[config.mk]
export PLATFORM = sky130hd
export DESIGN_NAME = pnc_cmd_handler
export DESIGN_NICKNAME = d
export VERILOG_FILES = /design/src/pnc_pkg.sv /design/src/pnc_cmd_handler.sv
export SDC_FILE = /design/constraint.sdc
export NUM_CORES = 1
export LEC_CHECK = 0
export ABC_CLOCK_PERIOD_IN_PS = 3880
export BUFFER_PORTS_ARGS = -buffer_cell sky130_fd_sc_hd__clkbuf_2
export CORE_MARGIN = 2
export CORE_UTILIZATION = 45
export DETAILED_ROUTE_END_ITERATION = 16
export GPL_TIMING_DRIVEN = 0
export PLACE_DENSITY = 0.66
export SLEW_MARGIN = 10
export SYNTH_ARGS = -nofsm -noshare
export SYNTH_HDL_FRONTEND = slang
export SYNTH_SLANG_ARGS = --single-unit
export TNS_END_PERCENT = 10
[constraint.sdc]
create_clock -name SYS_CLK -period 3.88 [get_ports SYS_CLK]
set_clock_uncertainty 0.05 [all_clocks]
set_input_delay 0.194 -clock SYS_CLK [delete_from_list [all_inputs] [get_ports SYS_CLK]]
set_output_delay 0.194 -clock SYS_CLK [all_outputs]
set_load 0.02 [all_outputs]
[src/pnc_pkg.sv]
// Purpose: constants for the protection and default-store command handler
// Assumes: 8-bit command codes and data bytes, one clock
// Notes: operating-memory items are indexed 0..PNC_ITEMS-1
package pnc_pkg;
	// ------------------------------------------------------------
	// command codes
	// ------------------------------------------------------------
	localparam logic [7:0] CODE_OPERATION = 8'h01;
	localparam logic [7:0] CODE_ON_OFF_CFG = 8'h02;
	localparam logic [7:0] CODE_CLEAR_FLAGS = 8'h03;
	localparam logic [7:0] CODE_WRITE_GUARD = 8'h10;
	localparam logic [7:0] CODE_NVM_STORE = 8'h11;
	localparam logic [7:0] CODE_NVM_RESTORE = 8'h12;
	localparam logic [7:0] CODE_FEATURE = 8'h19;
	localparam logic [7:0] CODE_OUT_FORMAT = 8'h20;
	localparam logic [7:0] CODE_VOUT_SET = 8'h21;
	localparam logic [7:0] CODE_VOUT_CEIL = 8'h24;
	localparam logic [7:0] CODE_OC_TRIP = 8'h46;
	localparam logic [7:0] CODE_OC_WARN = 8'h4a;
	// ------------------------------------------------------------
	// write guard levels and fields
	// ------------------------------------------------------------
	localparam logic [7:0] GUARD_NONE = 8'h00;
	localparam logic [7:0] GUARD_ALL = 8'h80;
	localparam logic [7:0] GUARD_ALLOW_ONOFF = 8'h40;
	localparam logic [7:0] GUARD_ALLOW_CONFIG = 8'h20;
	localparam logic [7:0] GUARD_FIELD_MASK = 8'he0;
	localparam logic [7:0] GUARD_RESET = 8'h00;
	// ------------------------------------------------------------
	// read-only bytes
	// ------------------------------------------------------------
	localparam logic [7:0] FEATURE_VALUE = 8'hb0;
	localparam logic [2:0] FORMAT_MODE_VID = 3'h1;
	localparam logic [4:0] FORMAT_PARAM_NEW = 5'h02;
	localparam logic [4:0] FORMAT_PARAM_OLD = 5'h01;
	// ------------------------------------------------------------
	// operating memory items and their fixed values
	// ------------------------------------------------------------
	localparam int PNC_ITEMS = 6;
	localparam int IDX_OPERATION = 0;
	localparam int IDX_ON_OFF_CFG = 1;
	localparam int IDX_VOUT_SET = 2;
	localparam int IDX_VOUT_CEIL = 3;
	localparam int IDX_OC_TRIP = 4;
	localparam int IDX_OC_WARN = 5;
	// items with a matching default-store location
	localparam logic [PNC_ITEMS-1:0] NVM_MATCH = 6'h3e;
	localparam logic [7:0] RATED_MAX_CURRENT = 8'h40;
	localparam logic [7:0] STARTUP_VOLTAGE_CODE = 8'h80;
	localparam logic [9:0] OC_TRIP_WIDE = (10'(RATED_MAX_CURRENT) * 10'h005) >> 2;
	localparam logic [7:0] OC_TRIP_DEFAULT = OC_TRIP_WIDE[7:0];
	localparam logic [7:0] VOUT_CEIL_DEFAULT = 8'hff;
	localparam logic [7:0] OPERATION_RESET = 8'h00;
	localparam logic [7:0] ON_OFF_CFG_RESET = 8'h17;
	localparam logic [7:0] ITEM_RESET [PNC_ITEMS] = '{OPERATION_RESET, ON_OFF_CFG_RESET,
		STARTUP_VOLTAGE_CODE, VOUT_CEIL_DEFAULT, OC_TRIP_DEFAULT, RATED_MAX_CURRENT};
	// ------------------------------------------------------------
	// sequencer
	// ------------------------------------------------------------
	typedef enum logic [1:0] {
		ST_IDLE = 2'b00,
		ST_STORE = 2'b01,
		ST_RESTORE = 2'b10
	} pnc_state_e;
endpackage : pnc_pkg

[src/pnc_cmd_handler.sv]
// Purpose: write guard, default-store copy commands and read-only bytes
// Assumes: the bus front end hands over one decoded command per pulse
// Notes: all outputs are registered; the table select pin is synchronised
// Notes on behaviour
// - guard 80h: only writes to the guard command itself are accepted.
// - guard 40h: only guard and operation writes are accepted.
// - guard 20h: guard, operation and on/off config writes accepted.
// - guard 00h, the reset value: every writable command is accepted.
// - any guard value besides 00h or one of bits 7..5 is invalid; the handler keeps only bits 7..5 of a written value, so 81h acts as 80h.
// - a data write accepted under an invalid guard sets both communication flags; no guard applies.
// - store copies items with a default location, skips the rest.
// - after store: trip 125% of max current, warning, boot voltage, ceiling ffh.
// - store and restore are bare command codes with no data byte.
// - restore overwrites each item from its default location, except operation, which has none.
// - restore ignores default entries with no operating item.
// - feature byte is constant with top bit set for error checking.
// - feature bits 6..5 read 01 for 400 kHz bus speed.
// - feature bit 4 reads 1 for alert support, bits 3..0 zero.
// - output format byte: mode over parameter, reset value 21h.
// - writes to the output format byte are refused, and flagged unless a guard level refuses them first.
// - mode reads 001; parameter 00010 new table, 00001 old.
module pnc_cmd_handler (
	input wire logic SYS_CLK,
	input wire logic SRST,
	input wire logic CMD_WR,
	input wire logic CMD_RD,
	input wire logic CMD_HAS_DATA,
	input wire logic [7:0] CMD_CODE,
	input wire logic [7:0] CMD_DATA,
	input wire logic FLAG_CLEAR,
	input wire logic TABLE_SEL_PIN,
	output logic [7:0] RD_DATA,
	output logic RD_VALID,
	output logic WR_ACCEPT,
	output logic WR_REJECT,
	output logic BUSY,
	output logic COMM_SUMMARY_FLAG,
	output logic UNSUPPORTED_DATA_FLAG,
	output logic [7:0] VOUT_SET_Q,
	output logic [7:0] OC_TRIP_Q
);
	// ------------------------------------------------------------
	// state
	// ------------------------------------------------------------
	pnc_pkg::pnc_state_e state_r;
	logic [2:0] guard_r;
	logic [7:0] item_r [pnc_pkg::PNC_ITEMS];
	logic [7:0] nvm_r [pnc_pkg::PNC_ITEMS];
	logic sel_meta_r;
	logic sel_r;
	logic [7:0] rd_data_r;
	logic rd_valid_r;
	logic wr_accept_r;
	logic wr_reject_r;
	logic comm_r;
	logic usdata_r;
	logic busy_r;
	// ------------------------------------------------------------
	// decode
	// ------------------------------------------------------------
	logic [7:0] guard_byte;
	logic guard_valid;
	logic idle;
	logic is_item;
	int unsigned item_idx;
	logic is_ro;
	logic guard_ok;
	logic do_write;
	logic do_store;
	logic do_restore;
	logic bad_data;
	logic bad_cmd;
	logic do_clear;

	assign guard_byte = {guard_r, 5'h00};
	assign idle = (state_r == pnc_pkg::ST_IDLE);

	// exactly one of bits 7..5 or none
	always_comb begin
		unique case (guard_byte)
			pnc_pkg::GUARD_NONE, pnc_pkg::GUARD_ALL,
			pnc_pkg::GUARD_ALLOW_ONOFF, pnc_pkg::GUARD_ALLOW_CONFIG: guard_valid = 1'b1;
			default: guard_valid = 1'b0;
		endcase
	end

	always_comb begin
		is_item = 1'b1;
		item_idx = 0;
		unique case (CMD_CODE)
			pnc_pkg::CODE_OPERATION: item_idx = pnc_pkg::IDX_OPERATION;
			pnc_pkg::CODE_ON_OFF_CFG: item_idx = pnc_pkg::IDX_ON_OFF_CFG;
			pnc_pkg::CODE_VOUT_SET: item_idx = pnc_pkg::IDX_VOUT_SET;
			pnc_pkg::CODE_VOUT_CEIL: item_idx = pnc_pkg::IDX_VOUT_CEIL;
			pnc_pkg::CODE_OC_TRIP: item_idx = pnc_pkg::IDX_OC_TRIP;
			pnc_pkg::CODE_OC_WARN: item_idx = pnc_pkg::IDX_OC_WARN;
			default: is_item = 1'b0;
		endcase
	end

	assign is_ro = (CMD_CODE == pnc_pkg::CODE_FEATURE) || (CMD_CODE == pnc_pkg::CODE_OUT_FORMAT);

	// an invalid guard byte protects nothing
	always_comb begin
		guard_ok = 1'b1;
		if (guard_valid) begin
			unique case (guard_byte)
				pnc_pkg::GUARD_ALL: guard_ok = (CMD_CODE == pnc_pkg::CODE_WRITE_GUARD);
				pnc_pkg::GUARD_ALLOW_ONOFF: guard_ok = (CMD_CODE == pnc_pkg::CODE_WRITE_GUARD) ||
					(CMD_CODE == pnc_pkg::CODE_OPERATION);
				pnc_pkg::GUARD_ALLOW_CONFIG: guard_ok = (CMD_CODE == pnc_pkg::CODE_WRITE_GUARD) ||
					(CMD_CODE == pnc_pkg::CODE_OPERATION) ||
					(CMD_CODE == pnc_pkg::CODE_ON_OFF_CFG);
				default: guard_ok = 1'b1;
			endcase
		end
	end

	// store and restore need no data byte; one sent anyway is ignored
	assign do_store = CMD_WR && idle && guard_ok && (CMD_CODE == pnc_pkg::CODE_NVM_STORE);
	assign do_restore = CMD_WR && idle && guard_ok &&
		(CMD_CODE == pnc_pkg::CODE_NVM_RESTORE);
	assign do_write = CMD_WR && idle && guard_ok && CMD_HAS_DATA &&
		(is_item || (CMD_CODE == pnc_pkg::CODE_WRITE_GUARD));
	assign bad_data = CMD_WR && idle && guard_ok && CMD_HAS_DATA && is_ro;
	assign bad_cmd = CMD_WR && idle && guard_ok && !do_store && !do_restore && !do_write &&
		!bad_data && (CMD_CODE != pnc_pkg::CODE_CLEAR_FLAGS);
	// clearing the flags is a host write as well, so a guard level refuses it
	assign do_clear = CMD_WR && idle && guard_ok &&
		(CMD_CODE == pnc_pkg::CODE_CLEAR_FLAGS);

	// ------------------------------------------------------------
	// table select pin synchroniser
	// ------------------------------------------------------------
	always_ff @(posedge SYS_CLK) begin
		if (SRST) begin
			sel_meta_r <= 1'b0;
			sel_r <= 1'b0;
		end else begin
			sel_meta_r <= TABLE_SEL_PIN;
			sel_r <= sel_meta_r;
		end
	end

	// ------------------------------------------------------------
	// sequencer: a copy takes the cycle after the command
	// ------------------------------------------------------------
	always_ff @(posedge SYS_CLK) begin
		if (SRST) begin
			state_r <= pnc_pkg::ST_IDLE;
			busy_r <= 1'b0;
		end else begin
			// a copy lasts exactly one cycle, so busy mirrors the accepted command
			busy_r <= do_store || do_restore;
			unique case (state_r)
				pnc_pkg::ST_IDLE: begin
					if (do_store) begin
						state_r <= pnc_pkg::ST_STORE;
					end else if (do_restore) begin
						state_r <= pnc_pkg::ST_RESTORE;
					end
				end
				pnc_pkg::ST_STORE, pnc_pkg::ST_RESTORE: state_r <= pnc_pkg::ST_IDLE;
				default: state_r <= pnc_pkg::ST_IDLE;
			endcase
		end
	end

	// ------------------------------------------------------------
	// write guard register
	// ------------------------------------------------------------
	always_ff @(posedge SYS_CLK) begin
		if (SRST) begin
			guard_r <= pnc_pkg::GUARD_RESET[7:5];
		end else if (do_write && CMD_CODE == pnc_pkg::CODE_WRITE_GUARD) begin
			guard_r <= CMD_DATA[7:5];
		end
	end

	// ------------------------------------------------------------
	// operating memory and default store, one slice per item
	// ------------------------------------------------------------
	for (genvar i = 0; i < pnc_pkg::PNC_ITEMS; i++) begin : g_item
		always_ff @(posedge SYS_CLK) begin
			if (SRST) begin
				item_r[i] <= pnc_pkg::ITEM_RESET[i];
			end else if (state_r == pnc_pkg::ST_STORE) begin
				// these items snap back whatever was just stored
				if (i == pnc_pkg::IDX_OC_TRIP) begin
					item_r[i] <= pnc_pkg::OC_TRIP_DEFAULT;
				end else if (i == pnc_pkg::IDX_OC_WARN) begin
					item_r[i] <= pnc_pkg::RATED_MAX_CURRENT;
				end else if (i == pnc_pkg::IDX_VOUT_SET) begin
					item_r[i] <= pnc_pkg::STARTUP_VOLTAGE_CODE;
				end else if (i == pnc_pkg::IDX_VOUT_CEIL) begin
					item_r[i] <= pnc_pkg::VOUT_CEIL_DEFAULT;
				end
			end else if (state_r == pnc_pkg::ST_RESTORE && pnc_pkg::NVM_MATCH[i]) begin
				item_r[i] <= nvm_r[i];
			end else if (do_write && is_item && item_idx == i) begin
				item_r[i] <= CMD_DATA;
			end
		end
		// the default store has no reset: it models retained contents
		always_ff @(posedge SYS_CLK) begin
			if (state_r == pnc_pkg::ST_STORE && pnc_pkg::NVM_MATCH[i]) begin
				nvm_r[i] <= item_r[i];
			end
		end
	end

	// ------------------------------------------------------------
	// communication flags: set wins over clear
	// ------------------------------------------------------------
	always_ff @(posedge SYS_CLK) begin
		if (SRST) begin
			comm_r <= 1'b0;
			usdata_r <= 1'b0;
		end else begin
			if (bad_data || bad_cmd || (do_write && !guard_valid)) begin
				comm_r <= 1'b1;
			end else if (FLAG_CLEAR || do_clear) begin
				comm_r <= 1'b0;
			end
			if (bad_data || (do_write && !guard_valid)) begin
				usdata_r <= 1'b1;
			end else if (FLAG_CLEAR || do_clear) begin
				usdata_r <= 1'b0;
			end
		end
	end

	// ------------------------------------------------------------
	// write answer and read path
	// ------------------------------------------------------------
	always_ff @(posedge SYS_CLK) begin
		if (SRST) begin
			wr_accept_r <= 1'b0;
			wr_reject_r <= 1'b0;
		end else begin
			wr_accept_r <= do_write || do_store || do_restore || do_clear;
			wr_reject_r <= CMD_WR &&
				!(do_write || do_store || do_restore || do_clear);
		end
	end

	always_ff @(posedge SYS_CLK) begin
		if (SRST) begin
			rd_data_r <= 8'h00;
			rd_valid_r <= 1'b0;
		end else begin
			rd_valid_r <= CMD_RD;
			if (CMD_RD) begin
				if (CMD_CODE == pnc_pkg::CODE_FEATURE) begin
					rd_data_r <= pnc_pkg::FEATURE_VALUE;
				end else if (CMD_CODE == pnc_pkg::CODE_OUT_FORMAT) begin
					rd_data_r <= {pnc_pkg::FORMAT_MODE_VID,
						sel_r ? pnc_pkg::FORMAT_PARAM_NEW : pnc_pkg::FORMAT_PARAM_OLD};
				end else if (CMD_CODE == pnc_pkg::CODE_WRITE_GUARD) begin
					rd_data_r <= guard_byte;
				end else if (is_item) begin
					rd_data_r <= item_r[item_idx];
				end else begin
					rd_data_r <= 8'h00;
				end
			end
		end
	end

	assign RD_DATA = rd_data_r;
	assign RD_VALID = rd_valid_r;
	assign WR_ACCEPT = wr_accept_r;
	assign WR_REJECT = wr_reject_r;
	assign BUSY = busy_r;
	assign COMM_SUMMARY_FLAG = comm_r;
	assign UNSUPPORTED_DATA_FLAG = usdata_r;
	assign VOUT_SET_Q = item_r[pnc_pkg::IDX_VOUT_SET];
	assign OC_TRIP_Q = item_r[pnc_pkg::IDX_OC_TRIP];
endmodule : pnc_cmd_handler

==> results_dict.tcl, run 1 <==
set metrics [dict create \
    status "completed" \
    crit_arrival_ns 2.94 \
    synth_edf_count 88 \
    start_kind "flop" \
    cts-buffers-inserted 9 \
    synthCells 394 \
    gp_congestion 0.8422 \
    clk_path_buf_depth 2 \
    vias 3681 \
    vias_per_cell 6.094 \
    synth.distinct_cells 69 \
    final.min_clock_period_ns 2.948 \
    ys_seq_area_frac 0.6132 \
    min_from "CMD_WR" \
    portBuffers 49 \
    n_fill_cell 959 \
    setup_ws_ns 0.9316 \
    register_area_um2 3063 \
    maxCapViolCount 0 \
    setup-violations-final 0 \
    grt_pass1_vias 3481 \
    placedInstanceArea_um2 5468 \
    die_x_um 109.4 \
    power_w 0.002226 \
    routed_wl_um 13330 \
    core_area_um2 10840 \
    max-vdd-ir-drop_v 0.0001865 \
    final_nets 482 \
    multiInputGateArea_um2 1772 \
    drc 0 \
    drv_slew 0 \
    start_util 0.4608 \
    worstSetupPathType "flop to flop" \
    critPathCaptureType "flop" \
    layout_commonest_cell "edfxtp_1" \
    tightestPinTransition_ns 1.099 \
    grt_max_degree 27 \
    min_path_type "input port to flop" \
    post-route-period-util 0.7599 \
    first_pass_iters 5 \
    rsz0062_at_grt "false" \
    path_clk_slew_ns 0.12 \
    h-tree-depth 3 \
    synth.cell_area_um2 4995 \
    reg2reg_from "state_r[1]" \
    wire_per_inst_um 22.07 \
    synth_top_flop_cell "edfxtp_1" \
    hold_violations 0 \
    cts_setup_buffers 0 \
    fp.dieArea_um2 11960 \
    ff2ff_path_depth 7 \
    ios 53 \
    rows 38 \
    cts_tree "yes" \
    grt_pass1_wl_um 20290 \
    cellPowerDensity_nw_per_um2 389.1 \
    syn_nets 417 \
    cts_sinks 109 \
    cts_root_buffer "clkbuf_8" \
    avgSynthCellArea_um2 12.68 \
    fmax_ghz 0.3392 \
    rrSetupSlack_ns 0.93 \
    hold_ws_ns 0.03230 \
    ys_seq_elements 109 \
    worstPathMaxFanout 26 \
    grt_usage 0.2325 \
    layout_common_cells "edfxtp_1, clkbuf_2, nand2_1" \
    r2r_end "item_r[3][6]" \
    slew_headroom 0.2632 \
    grt-ovfl-total 0 \
    utilization 0.5278 \
    diodes 0 \
    drt-initial-drc-count 297 \
    dp_slack_ns 0.6925 \
    antenna_found_initial 0 \
    synth_warnings 0 \
    die_h_um 109.4 \
    async_flop_share 0 \
    cp.required_ns 3.87 \
    areaGrowthSynthToFinish_pct 14.55 \
    hold_depth 2 \
    worstHoldEndpoint "WR_REJECT" \
    clk_latency_ns 0.38 \
    ant_nets 0 \
    hpwl_um 9404 \
    final_area_um2 5722 \
    leakagePower_nw 1.984 \
    layout-drive-gt1-share 0.2371 \
]
==> worst max-delay path, cell delays in order, from the launching register on <==
cell and delay, ns:
dfxtp_1 0.44, nor2b_4 0.17, buf_12 0.20, nor3_1 0.63, and3_1 0.25, buf_2 0.19, nand2_1 0.26, nand2_1 0.42
==> power by group <==
group,switching (W),total [W],internal (W)
Clock,0.000457,0.000786,0.000330
Combinational,0.000100,0.000152,0.0000517
Sequential,0.0000132,0.00129,0.00128
==> repair_timing <==
item,CTS,global route
resized for setup,0,0
endpoints found under the hold margin,2,0
hold buffers,2,0
setup endpoints to repair,0,0
==> final cells by class <==
type,instances,share of cell area
Sequential cell,109,0.5353
Multi-Input combinational cell,258,0.3096
Timing Repair Buffer,54,0.05204
Tap cell,140,0.03061
Buffer,22,0.02821
Clock buffer,9,0.02165
Clock inverter,7,0.01924
Inverter,5,0.003280
==> metrics by stage <==
| stage | setup TNS, ns | cells |
|---|---|---|
| after detailed placement | 0 | 586 |
| final | 0 | 604 |
| after global routing | 0 | 604 |
| after CTS | 0 | 604 |
| after floorplan | 0 | 394 |
| after global placement | -100.61 | 583 |
==> state kept, by name, summed over array words and instances (netlist names) <==
name,cells
BUSY,1
COMM_SUMMARY_FLAG,1
RD_DATA,8
RD_VALID,1
UNSUPPORTED_DATA_FLAG,1
WR_ACCEPT,1
WR_REJECT,1
guard_r,3
item_r,48
nvm_r,40
sel_meta_r,1
sel_r,1
state_r,2
==> how the worst max path moves through the flow <==
stage                      from           end  slack, ns  cells past startpoint
floorplan            state_r[0]  item_r[2][2]       0.10                      7
global placement     state_r[0]  item_r[3][2]      -1.54                      6
detailed placement  CMD_CODE[7]  item_r[2][1]       0.69                      6
CTS                  state_r[1]  item_r[2][5]       0.75                      5
global route         state_r[1]  item_r[3][6]       0.79                      7
finish               state_r[1]  item_r[3][6]       0.93                      7
==> logic make-up (layout without fill, tap and decap cells) <==
group           count (synthesis)  after routing  synth area share
compound gates                108            108            0.1603
xor+xnor                        4              4          0.007015
buf+inv                        27             97           0.03607
flops                         109            109            0.6132
mux                            11             11           0.02430
simple gates                  135            135            0.1591
==> per-layer routing <==
metal / track usage / routed length (um) / vias to the layer above
met1: 0.3441 / 5814 / 1795
met4: 0.07233 / 218 / 0
li1: - / - / 1674
met2: 0.3554 / 6228 / 195
met3: 0.03379 / 1070 / 17
met5: 0 / 0 / -
==> synth_stat cells, types with 2 or more instances <==
cell type  number  area (um^2)
nand2b_1        4        25.02
buf_2           4        20.02
mux2i_1         2        20.02
nor3_1          6        30.03
and3_1          7        43.79
o22ai_1        11        68.82
nor4_1          2        12.51
o21ai_0        14        70.07
o211ai_1        9        67.56
nor2_1         25        93.84
o2111ai_1       2        17.52
inv_1           5        18.77
a31oi_1         2        12.51
nand3_1        13        65.06
buf_6           7        78.83
nand2_1        29        108.9
nor3b_1         5        37.54
nand4_1         2        12.51
or4_4           2        22.52
nor4b_1         3        26.28
edfxtp_1       88         2643
a21oi_1        15        75.07
o22a_1         13        113.9
and2_1         13        81.33
nor2b_1         7        43.79
clkbuf_1        7        26.28
xor2_1          3        26.28
buf_4           3        22.52
a22o_1         22        192.7
a211oi_1        3        22.52
mux2_2          8        90.09
dfxtp_1        21        420.4
Power figures use the tool's default switching activity.
==> inputs of run 2 (changes only) <==
--- a/config.mk
+++ b/config.mk
@@ -5,13 +5,12 @@
 export SDC_FILE = /design/constraint.sdc
 export NUM_CORES = 1
 export LEC_CHECK = 0
-export ABC_CLOCK_PERIOD_IN_PS = 3880
+export ABC_CLOCK_PERIOD_IN_PS = 2940
 export BUFFER_PORTS_ARGS = -buffer_cell sky130_fd_sc_hd__clkbuf_2
 export CORE_MARGIN = 2
 export CORE_UTILIZATION = 45
 export DETAILED_ROUTE_END_ITERATION = 16
 export GPL_TIMING_DRIVEN = 0
-export PLACE_DENSITY = 0.66
 export SLEW_MARGIN = 10
 export SYNTH_ARGS = -nofsm -noshare
 export SYNTH_HDL_FRONTEND = slang
==> constraint.sdc (replaced) <==
create_clock -name SYS_CLK -period 2.94 [get_ports SYS_CLK]
set_clock_uncertainty 0.05 [all_clocks]
set_input_delay 0.147 -clock SYS_CLK [delete_from_list [all_inputs] [get_ports SYS_CLK]]
set_output_delay 0.147 -clock SYS_CLK [all_outputs]
set_load 0.02 [all_outputs]
==> results_dict.tcl, run 2 (synthesis results as in run 1) <==
set metrics [dict create \
    maxCapViolCount 0 \
    final_nets 483 \
    grt_usage 0.2332 \
    min_path_type "input port to flop" \
    layout-drive-gt1-share 0.2344 \
    gp_congestion 0.8695 \
    utilization 0.5275 \
    multiInputGateArea_um2 1783 \
    n_fill_cell 958 \
    worstPathMaxFanout 17 \
    swShare 0.2332 \
    diodes 0 \
    clkPwrFrac 0.336 \
    layout_common_cells "edfxtp_1, clkbuf_2, nand2_1" \
    fmax_ghz 0.3720 \
    ant_nets 0 \
    clk_latency_ns 0.39 \
    rsz0062_at_grt "false" \
    p_seq_frac 0.593 \
    clk_path_buf_depth 2 \
    cts_sinks 109 \
    hold_violations 0 \
    largest_reg_flops 48 \
    die_h_um 109.4 \
    dp_slack_ns -0.2960 \
    max-vdd-ir-drop_v 0.0003255 \
    vias_per_cell 6.107 \
    crit_arrival_ns 2.69 \
    setup_ws_ns 0.2520 \
    intPower_w 0.002197 \
    die_x_um 109.4 \
    cts-buffers-inserted 9 \
    tightestPinTransition_ns 0.9665 \
    ios 53 \
    rrSetupSlack_ns 0.25 \
    drt-initial-drc-count 326 \
    grt_pass1_vias 3379 \
    drc 0 \
    path_clk_slew_ns 0.10 \
    power_w 0.002865 \
    slew_headroom 0.3518 \
    fp.dieArea_um2 11960 \
    grt_max_degree 28 \
    cp.required_ns 2.94 \
    grt_pass1_wl_um 20040 \
    layout_commonest_cell "edfxtp_1" \
    tns_ns 0 \
    routed_wl_um 13270 \
    setup-violations-final 0 \
    drv_slew 0 \
    final.min_clock_period_ns 2.688 \
    start_kind "flop" \
    hpwl_um 9469 \
    post-route-period-util 0.9143 \
    registers.top_by_ff_count "item_r" \
    status "completed" \
    cts_setup_buffers 0 \
    cellPowerDensity_nw_per_um2 501.1 \
    critPathCaptureType "flop" \
    grt-ovfl-total 0 \
    antenna_found_initial 0 \
    wire_per_inst_um 21.93 \
    switchingPower_w 0.0006681 \
    register_area_um2 3063 \
    worstSetupPathType "flop to flop" \
    start_util 0.4608 \
    leakagePower_nw 1.981 \
    h-tree-depth 3 \
    areaGrowthSynthToFinish_pct 14.48 \
    cts_tree "yes" \
    vias 3695 \
    core_area_um2 10840 \
    p_comb_frac 0.071 \
    portBuffers 49 \
    rows 38 \
    cts_root_buffer "clkbuf_8" \
    first_pass_iters 5 \
]
## run 2: cell types whose count changed in the layout (fill, tap and decap cells not counted), moves of 2 or more
cell and delta:
inv_8 -2, clkinv_8 -2, dlygate4sd3_1 +2, clkbuf_8 +2, clkbuf_1 +2
## run 2: path summary, 6_finish.rpt
kind	startpoint	endpoint	cells past startpoint
hold / removal	CMD_CODE[7]	state_r[0]	3
hold reg to reg	sel_meta_r	sel_r	1
setup reg to reg	state_r[1]	item_r[3][4]	6
setup / recovery	state_r[1]	item_r[3][4]	6
## run 2: repair_timing
action	CTS	global route
endpoints found under the hold margin	4	0
endpoints found under the setup margin	8	37
hold buffers	4	0
resized for setup	1	1
gates cloned	0	0
pin swaps	0	0
## run 2: per-layer routing
metal	vias up	GRT usage	part of all wire	wire length, um
li1	1674	-	-	-
met1	1852	0.3479	0.45	6030
met2	157	0.3448	0.46	6148
met3	12	0.05868	0.073	975
met4	0	0.05154	0.0087	115
met5	-	0	0	0
## run 2: worst max-delay path, cell delays in order (launching register included)
cell and delay (ns):
dfxtp_1 0.46, nor2b_4 0.16, nor3_1 0.62, and3_1 0.25
buf_2 0.17, nand2_1 0.24, nand2_1 0.39
## run 2: layout make-up
| type | instances | share of cell area |
|---|---|---|
| Sequential cell | 109 | 0.5357 |
| Multi-Input combinational cell | 258 | 0.3118 |
| Timing Repair Buffer | 55 | 0.05470 |
| Tap cell | 140 | 0.03063 |
| Buffer | 22 | 0.02823 |
| Clock buffer | 13 | 0.02779 |
| Clock inverter | 3 | 0.007877 |
| Inverter | 5 | 0.003282 |
## run 2: stage by stage
step,instances,hold WS (ns),cell area (um^2)
after floorplan,394,0.2252,4997
after global placement,583,0.3256,5418
after detailed placement,585,0.3156,5469
after CTS,605,0.03267,5713
after global routing,605,0.05488,5718
final,605,0.05225,5718
## run 2: power by group through the flow
stage / logic, W / registers, W / clock network, W
2_1_floorplan: 0.000101 / 0.00174 / 0
3_3_place_gp: 0.000193 / 0.00173 / 0
3_5_place_dp: 0.000197 / 0.00173 / 0
4_1_cts: 0.000202 / 0.00170 / 0.000981
5_1_grt: 0.000219 / 0.00170 / 0.00104
6_report: 0.000202 / 0.00170 / 0.000963
